[src/pkg/plis_regs.svh]
/*
  size, field and reset constants for the priority level interrupt switch.
  assumes a single mclk domain; included by bare name.
*/
`ifndef PLIS_REGS_SVH
`define PLIS_REGS_SVH
`define PLIS_NUM_LEVELS   4
`define PLIS_LEVEL_W      2
`define PLIS_NUM_GPR      8
`define PLIS_GPR_W        16
`define PLIS_DEV_W        8
`define PLIS_NUM_DEV      256
`define PLIS_ADDR_W       16
`define PLIS_PHYS_W       24
`define PLIS_LSW_W        16
`define PLIS_LEVEL_RESET  2'h0
`define PLIS_MASK_RESET   4'h0
`define PLIS_ENTRY_SHIFT  2
`endif

[src/pkg/plis_pkg.sv]
/*
  types shared by the priority level interrupt switch modules.
  assumes plis_regs.svh constants.
*/
`default_nettype none
`include "plis_regs.svh"
package plis_pkg;
  typedef enum logic [1:0] {
    PLIS_RUN    = 2'b00,
    PLIS_SWITCH = 2'b01,
    PLIS_CLASS  = 2'b10
  } plis_state_t;
  typedef logic [`PLIS_GPR_W-1:0] plis_word_t;
endpackage
`default_nettype wire

[src/pkg/plis_xlat_if.sv]
/*
  carrier between the switch and its address translator.
  assumes one mclk domain.
*/
`timescale 1ns/1ps
`default_nettype none
`include "plis_regs.svh"
interface plis_xlat_if;
  logic [`PLIS_ADDR_W-1:0] logical;
  logic [`PLIS_PHYS_W-1:0] physical;
  logic                    enable;
  modport ctl (output logical, output enable, input physical);
  modport xlt (input logical, input enable, output physical);
endinterface
`default_nettype wire

[src/design/plis_xlat.sv]
/*
  address translator: 16-bit logical byte address to 24-bit physical.
  assumes the segment base table is loaded by the switch top.
*/
`timescale 1ns/1ps
`default_nettype none
`include "plis_regs.svh"
module plis_xlat #(
  parameter int SEG_W = 3
) (
  input  wire logic                    mclk,
  input  wire logic                    sys_rst,
  input  wire logic                    seg_we,
  input  wire logic [SEG_W-1:0]        seg_sel,
  input  wire logic [`PLIS_PHYS_W-`PLIS_ADDR_W+SEG_W-1:0] seg_base,
  plis_xlat_if.xlt                     xif
);
  localparam int BW = `PLIS_PHYS_W - `PLIS_ADDR_W + SEG_W;
  logic [BW-1:0] base_tab [2**SEG_W];
  logic [BW-1:0] next_entry;
  // segment base table write
  always_comb begin
    next_entry = seg_base;
  end
  always_ff @(posedge mclk) begin
    if (seg_we) begin
      base_tab[seg_sel] <= next_entry;
    end
  end
  // top bits pick a segment, rest is offset; bypass is zero extension
  always_comb begin
    if (xif.enable) begin
      xif.physical = {base_tab[xif.logical[`PLIS_ADDR_W-1 -: SEG_W]],
                      xif.logical[`PLIS_ADDR_W-SEG_W-1:0]};
    end else begin
      xif.physical = {{(`PLIS_PHYS_W-`PLIS_ADDR_W){1'b0}}, xif.logical};
    end
  end
endmodule
`default_nettype wire

[src/design/plis_top.sv]
/*
  four-level priority interrupt switch with banked level context.
  assumes device requests arrive from outside mclk and are synchronised here;
  the processor core supplies register and mask writes on mclk.
*/
`timescale 1ns/1ps
`default_nettype none
`include "plis_regs.svh"
module plis_top #(
  parameter int NL    = `PLIS_NUM_LEVELS,
  parameter int SEG_W = 3,
  parameter bit XLAT_PRESENT = 1'b1
) (
  input  wire logic                     mclk,
  input  wire logic                     sys_rst,
  input  wire logic                     dev_req,
  input  wire logic [`PLIS_DEV_W-1:0]   dev_addr,
  output logic                          dev_ack,
  input  wire logic                     level_mask_we,
  input  wire logic [NL-1:0]            level_mask_in,
  input  wire logic                     dev_cfg_we,
  input  wire logic [`PLIS_DEV_W-1:0]   dev_cfg_addr,
  input  wire logic                     dev_cfg_enable,
  input  wire logic [`PLIS_LEVEL_W-1:0] dev_cfg_level,
  input  wire logic                     prog_switch,
  input  wire logic [`PLIS_LEVEL_W-1:0] prog_level,
  input  wire logic                     class_set,
  input  wire logic                     class_reset,
  input  wire logic                     gpr_we,
  input  wire logic [2:0]               gpr_sel,
  input  wire plis_pkg::plis_word_t     gpr_wdata,
  input  wire logic                     ptr_we,
  input  wire plis_pkg::plis_word_t     ptr_wdata,
  input  wire logic                     lsw_we,
  input  wire plis_pkg::plis_word_t     lsw_wdata,
  input  wire logic [`PLIS_ADDR_W-1:0]  mem_addr,
  input  wire logic                     xlat_en,
  input  wire logic                     seg_we,
  input  wire logic [SEG_W-1:0]         seg_sel,
  input  wire logic [`PLIS_PHYS_W-`PLIS_ADDR_W+SEG_W-1:0] seg_base,
  output logic [`PLIS_LEVEL_W-1:0]      active_level,
  output logic                          class_active,
  output logic                          vector_valid,
  output logic [`PLIS_ADDR_W-1:0]       vector_entry,
  output plis_pkg::plis_word_t          gpr_rdata,
  output plis_pkg::plis_word_t          level_instruction_pointer,
  output plis_pkg::plis_word_t          level_status_word,
  output logic [`PLIS_PHYS_W-1:0]       phys_addr,
  output logic [NL-1:0]                 level_mask
);
  // per-level banks, duplicated for each level
  plis_pkg::plis_word_t gpr  [NL][`PLIS_NUM_GPR];
  plis_pkg::plis_word_t ptr  [NL];
  plis_pkg::plis_word_t lsw  [NL];
  // per-device level assignment and enable, single system copy
  logic [`PLIS_LEVEL_W-1:0] dev_level [`PLIS_NUM_DEV];
  logic [`PLIS_NUM_DEV-1:0] dev_en;
  logic                     req_s1, req_s2;
  logic [`PLIS_DEV_W-1:0]   addr_s1, addr_s2;
  logic [NL-1:0]            next_level_mask;
  plis_pkg::plis_state_t    state, next_state;
  logic [`PLIS_LEVEL_W-1:0] next_active_level;
  logic                     next_class_active, next_vector_valid, next_dev_ack;
  logic [`PLIS_ADDR_W-1:0]  next_vector_entry;
  logic [`PLIS_LEVEL_W-1:0] req_level;
  logic                     req_ok;
  plis_xlat_if              xif ();

  // request pins pass two flip-flops
  always_ff @(posedge mclk) begin
    req_s1  <= dev_req;
    req_s2  <= req_s1;
    addr_s1 <= dev_addr;
    addr_s2 <= addr_s1;
  end

  // device assignment table; may be rewritten at any time
  always_ff @(posedge mclk) begin
    if (sys_rst) begin
      dev_en <= '0;
    end else if (dev_cfg_we) begin
      dev_en[dev_cfg_addr] <= dev_cfg_enable;
    end
  end
  always_ff @(posedge mclk) begin
    if (dev_cfg_we) begin
      dev_level[dev_cfg_addr] <= dev_cfg_level;
    end
  end

  // acceptance: device enabled, its level enabled, it outranks the active one, and no class interrupt is active
  always_comb begin
    req_level = dev_level[addr_s2];
    req_ok    = req_s2 && !dev_ack && dev_en[addr_s2] && level_mask[req_level]
                && (req_level < active_level) && !class_active;
  end

  // level switch state machine
  always_comb begin
    next_state        = state;
    next_active_level = active_level;
    next_class_active = class_active;
    next_vector_valid = 1'b0;
    next_vector_entry = vector_entry;
    next_dev_ack      = 1'b0;
    next_level_mask   = level_mask_we ? level_mask_in : level_mask;
    if (class_set) begin
      next_class_active = 1'b1;
    end else if (class_reset) begin
      next_class_active = 1'b0;
    end
    case (state)
      plis_pkg::PLIS_RUN: begin
        if (req_ok) begin
          next_active_level = req_level;
          next_vector_entry = `PLIS_ADDR_W'({addr_s2, `PLIS_ENTRY_SHIFT'(0)});
          next_vector_valid = 1'b1;
          next_dev_ack      = 1'b1;
          next_state        = plis_pkg::PLIS_SWITCH;
        end else if (prog_switch && !class_active) begin
          next_active_level = prog_level;
        end
        if (class_active || class_set) begin
          next_state = plis_pkg::PLIS_CLASS;
        end
      end
      plis_pkg::PLIS_SWITCH: begin
        next_state = class_active ? plis_pkg::PLIS_CLASS : plis_pkg::PLIS_RUN;
      end
      plis_pkg::PLIS_CLASS: begin
        if (!next_class_active) begin
          next_state = plis_pkg::PLIS_RUN;
        end
      end
      default: next_state = plis_pkg::PLIS_RUN;
    endcase
  end
  always_ff @(posedge mclk) begin
    if (sys_rst) begin
      state        <= plis_pkg::PLIS_RUN;
      active_level <= `PLIS_LEVEL_RESET;
      class_active <= 1'b0;
      vector_valid <= 1'b0;
      vector_entry <= '0;
      dev_ack      <= 1'b0;
      level_mask   <= NL'(`PLIS_MASK_RESET);
    end else begin
      state        <= next_state;
      active_level <= next_active_level;
      class_active <= next_class_active;
      vector_valid <= next_vector_valid;
      vector_entry <= next_vector_entry;
      dev_ack      <= next_dev_ack;
      level_mask   <= next_level_mask;
    end
  end

  // writes go only to the active bank; other banks hold their context
  always_ff @(posedge mclk) begin
    if (gpr_we) begin
      gpr[active_level][gpr_sel] <= gpr_wdata;
    end
    if (ptr_we) begin
      ptr[active_level] <= ptr_wdata;
    end
    if (lsw_we) begin
      lsw[active_level] <= lsw_wdata;
    end
  end

  // registered views of the newly active bank and translated address
  always_ff @(posedge mclk) begin
    if (sys_rst) begin
      gpr_rdata                 <= '0;
      level_instruction_pointer <= '0;
      level_status_word         <= '0;
      phys_addr                 <= '0;
    end else begin
      gpr_rdata                 <= gpr[next_active_level][gpr_sel];
      level_instruction_pointer <= ptr[next_active_level];
      level_status_word         <= lsw[next_active_level];
      phys_addr                 <= xif.physical;
    end
  end

  assign xif.logical = mem_addr;
  assign xif.enable  = XLAT_PRESENT && xlat_en;
  plis_xlat #(.SEG_W(SEG_W)) plis_xlat_inst (
    .mclk     (mclk),
    .sys_rst  (sys_rst),
    .seg_we   (seg_we),
    .seg_sel  (seg_sel),
    .seg_base (seg_base),
    .xif      (xif.xlt)
  );
endmodule
`default_nettype wire

[config.mk]
export PLATFORM = sky130hd
export DESIGN_NAME = plis_top
export DESIGN_NICKNAME = d
export VERILOG_FILES = /design/src/pkg/plis_pkg.sv /design/src/pkg/plis_xlat_if.sv /design/src/design/plis_xlat.sv /design/src/design/plis_top.sv
export VERILOG_INCLUDE_DIRS = /design/src /design/src/pkg
export SDC_FILE = /design/constraint.sdc
export NUM_CORES = 2
export LEC_CHECK = 0
export ABC_AREA = 1
export BUFFER_PORTS_ARGS = -buffer_cell sky130_fd_sc_hd__buf_2
export CAP_MARGIN = 20
export CORE_UTILIZATION = 30
export CTS_CLUSTER_DIAMETER = 120
export DETAILED_ROUTE_END_ITERATION = 10
export PLACE_DENSITY = 0.46
export SYNTH_ARGS = -nofsm -noshare
export SYNTH_HDL_FRONTEND = slang
export SYNTH_SLANG_ARGS = --single-unit
[constraint.sdc]
create_clock -name mclk -period 6.4 [get_ports mclk]
set_clock_uncertainty 0.05 [all_clocks]
set_input_delay 0.96 -clock mclk [delete_from_list [all_inputs] [get_ports mclk]]
set_output_delay 0.96 -clock mclk [all_outputs]
set_load 0.03 [all_outputs]
==> implementation parameters <==
Parameter                              Value

Floorplanning
  Floorplan die height    476 um
  Starting density of the core    30.3%
  Number of ports placed on the die boundary    216
  Placeable core region    223000 um^2
  Horiz. Die Dim    476 um
  Standard-cell rows    173
  Die Area    227000 um^2

STA
  Post-layout worst setup margin    806 ps
  Relative slew margins    24.2%
  Maximum clock rate    179 MHz
  Post-route clock period utilization    87.4%
  Clock period minus worst slack    5590 ps
  Number of hold violations in the final report    0
  Total negative slack for setup checks    0 ps
  Setup-violating endpoint count in the final report    0
  Fin Hold WS    190 ps
  Slew at the pin closest to its max-slew limit    1140 ps
  Final number of max-transition violations    0
  RSZ-0062 raised after global routing    false

Critical path
  Kind of cell adding the most delay to the critical path    simple AND/OR/NAND/NOR gates
  Slowest cell on crit path    dfxtp_4
  CP Data Arrival Time    6250 ps
  Maximum cell stage delay along the critical path    500 ps
  Number of buffers and inverters on the critical path    3
  Worst path required time    7050 ps
  Critical path capture point type    flop
  Critical path class    reg -> reg
  Worst Setup Start Kind    flop
  Max Fanout on Critical Path    84
  Library cell appearing most often on the critical path    nand3_1

Global route
  Pin count of the biggest net entering global routing    164
  GRT Total Usage    18.1%
  Number of global-route vias before repair    47900
  Remaining global-route overflow    0
  Global-route wire length before repair    313000 um
  Initial antenna violation count    14

Clock tree
  Clock network latency to the later pin of the worst-skew pair    820 ps
  CTS Buf Count    182
  Deepest clock path buffer count    3
  Number of resized instances in the post-cts repair step    0
  Hold bufs inserted after CTS    0
  Post-CTS setup-driven buffer insertion count    0
  Clock Pin Slew Worst Setup and Hold Paths    60 ps
  TritonCTS clock tree    yes
  # clock sinks    1604
  Clk Tree Root Cell    clkbuf_16
  H-tree depth    4

Drt
  Drt first pass iters    5
  Starting DRT DRC Count    4234
  DRC violations left    0
  DR vias    48700
  Total routed wirelength    210000 um
  Remaining antenna violation count after routing    0
  WL/cell    21.2 um
  Vias per inst    4.93

Place
  Worst slack at placement    843 ps
  DP Wirelength    116000 um
  Number of buffers inserted by port buffering    207
  Routability-driven placement congestion ratio    0.770

Final layout
  Fraction of layout instances using a drive strength above 1    9.93%
  Post-synthesis to final-layout area growth    15.1%
  Fin nets    6857

Synthesis
  Flip-flop and latch count after synthesis    1604
  Post-synthesis sequential area ratio    65.9%
  Count of mapped cells out of synthesis    6689
  Primary FF master, synth    edfxtp_1
  Share of flip-flops with an asynchronous set or reset after synthesis    0%
  Area of the mapped netlist    67500 um^2
  Synth Warn #    0
  Per-instance average area after synthesis    10.1 um^2
  Number of enable flip-flop cells after synthesis    1240
  Number of distinct standard cells referenced by the synthesized netlist    39

Run
  Count of maximum capacitance violations    0

Power
  Internal Dissipation    18.0 mW
  Leak Pwr    28.6 nW
  Sw Share    25.9%
  Power Total    24.3 mW
  Sw power    6.29 mW
  Share of total power in the clock network    42.7%
  Maximum resistive drop on vdd    293 uV
  Combinational fraction of design power    10.2%
  Share of total power in sequential cells    47.2%
  Cell Pwr Density    313 nW/um^2

Worst hold path
  Worst min path class    in -> reg

Status
  Outcome    finished clean
## per-layer routing
| metal | global-route usage (%) | share of wire (%) |
|---|---|---|
| met1 | 25.0 | 46 |
| met2 | 29.8 | 48 |
| met3 | 2.47 | 5.0 |
| met4 | 4.17 | 1.8 |
| met5 | 0 | 0.016 |
## path summary, 6_finish.rpt
| path | start | to | slack, ps | cells after the start |
|---|---|---|---|---|
| setup reg to reg | addr_s2[0] | gpr_rdata[12] | 810 | 28 |
| hold reg to reg | addr_s1[1] | addr_s2[1] | 280 | 0 |
| hold / removal | dev_addr[2] | addr_s1[2] | 190 | 1 |
| setup / recovery | addr_s2[0] | gpr_rdata[12] | 810 | 28 |
## kinds of logic after synthesis
family | share of synthesized area (%)
flops | 65.9
compound gates | 3.88
other cells | 0.00555
fa+ha+maj | 0.0185
mux | 0.0148
buf+inv | 5.99
simple gates | 24.2
## per-stage QoR
step	area [um^2]	instances	utilization, %
after floorplan	67600	6696	-
after global placement	71500	9514	32.1
after detailed placement	71500	9517	32.1
after CTS	77500	9860	34.7
after global routing	77700	9872	34.9
final	77700	9873	34.9
## state kept, by name, summed over array words and instances, names as in the netlist
name                       flops
plis_xlat_inst.base_tab       88
dev_en                       256
level_instruction_pointer     16
addr_s1                        8
level_mask                     4
vector_valid                   1
class_active                   1
level_status_word             16
dev_level                    512
gpr                          512
req_s2                         1
ptr                           64
lsw                           64
active_level                   2
phys_addr                     24
addr_s2                        8
vector_entry                   8
gpr_rdata                     16
req_s1                         1
state                          2
## cells in the mapped netlist (2+ instances only)
cell type / instances / area share (%)
nand2_1: 1164 / 6.5
o21ai_0: 353 / 2.6
buf_6: 6 / 0.10
a31oi_1: 8 / 0.074
inv_1: 425 / 2.4
nand2_2: 3 / 0.028
nand3b_1: 177 / 2.0
nand4_1: 2 / 0.019
o22ai_1: 9 / 0.083
nand3_1: 1268 / 9.4
nand3_2: 3 / 0.044
nor3_1: 255 / 1.9
buf_4: 86 / 0.96
dfxtp_1: 364 / 11
o21ai_1: 31 / 0.23
inv_2: 4 / 0.022
buf_2: 141 / 1.0
buf_1: 17 / 0.094
clkinv_1: 3 / 0.017
a21oi_1: 52 / 0.39
clkbuf_1: 250 / 1.4
a221oi_1: 2 / 0.026
o21bai_1: 32 / 0.36
nor2_1: 780 / 4.3
edfxtp_1: 1240 / 55
## cells in the final DEF (no fill, tap or decap), drive strengths merged
cell type  count
nand3       1271
edfxtp      1240
nand2       1168
nor2         780
inv          442
o21ai        384
dfxtp        364
buf          354
clkbuf       257
nor3         255
nand3b       177
clkinv        62
a21oi         53
o21bai        32
bufinv        10
o22ai          9
a31oi          8
conb           8
clkinvlp       8
diode          2
nand4          2
a221oi         2
nor3b          1
a2111oi        1
o211ai         1
o221a          1
o2111ai        1
o211a          1
a22oi          1
mux2i          1
o221ai         1
ha             1
## power groups by stage
stage / sequential [mW] / clock, mW / combinational, mW
2_1_floorplan: 11.8 / 0 / 1.43
3_3_place_gp: 11.7 / 0 / 2.47
3_5_place_dp: 11.7 / 0 / 2.48
4_1_cts: 11.5 / 10.6 / 2.48
5_1_grt: 11.5 / 11.0 / 2.71
6_report: 11.5 / 10.4 / 2.47
## cell type report
type | count | area [um^2]
inverter | 433 | 1660
tap | 2975 | 3720
antenna | 2 | 5.00
clock inverter | 89 | 842
sequential | 1604 | 44500
fill | 22500 | 145000
timing repair buffer | 357 | 2780
clock buffer | 254 | 5090
multi-input combinational | 4159 | 19100
(Power assumes the default switching activity.)
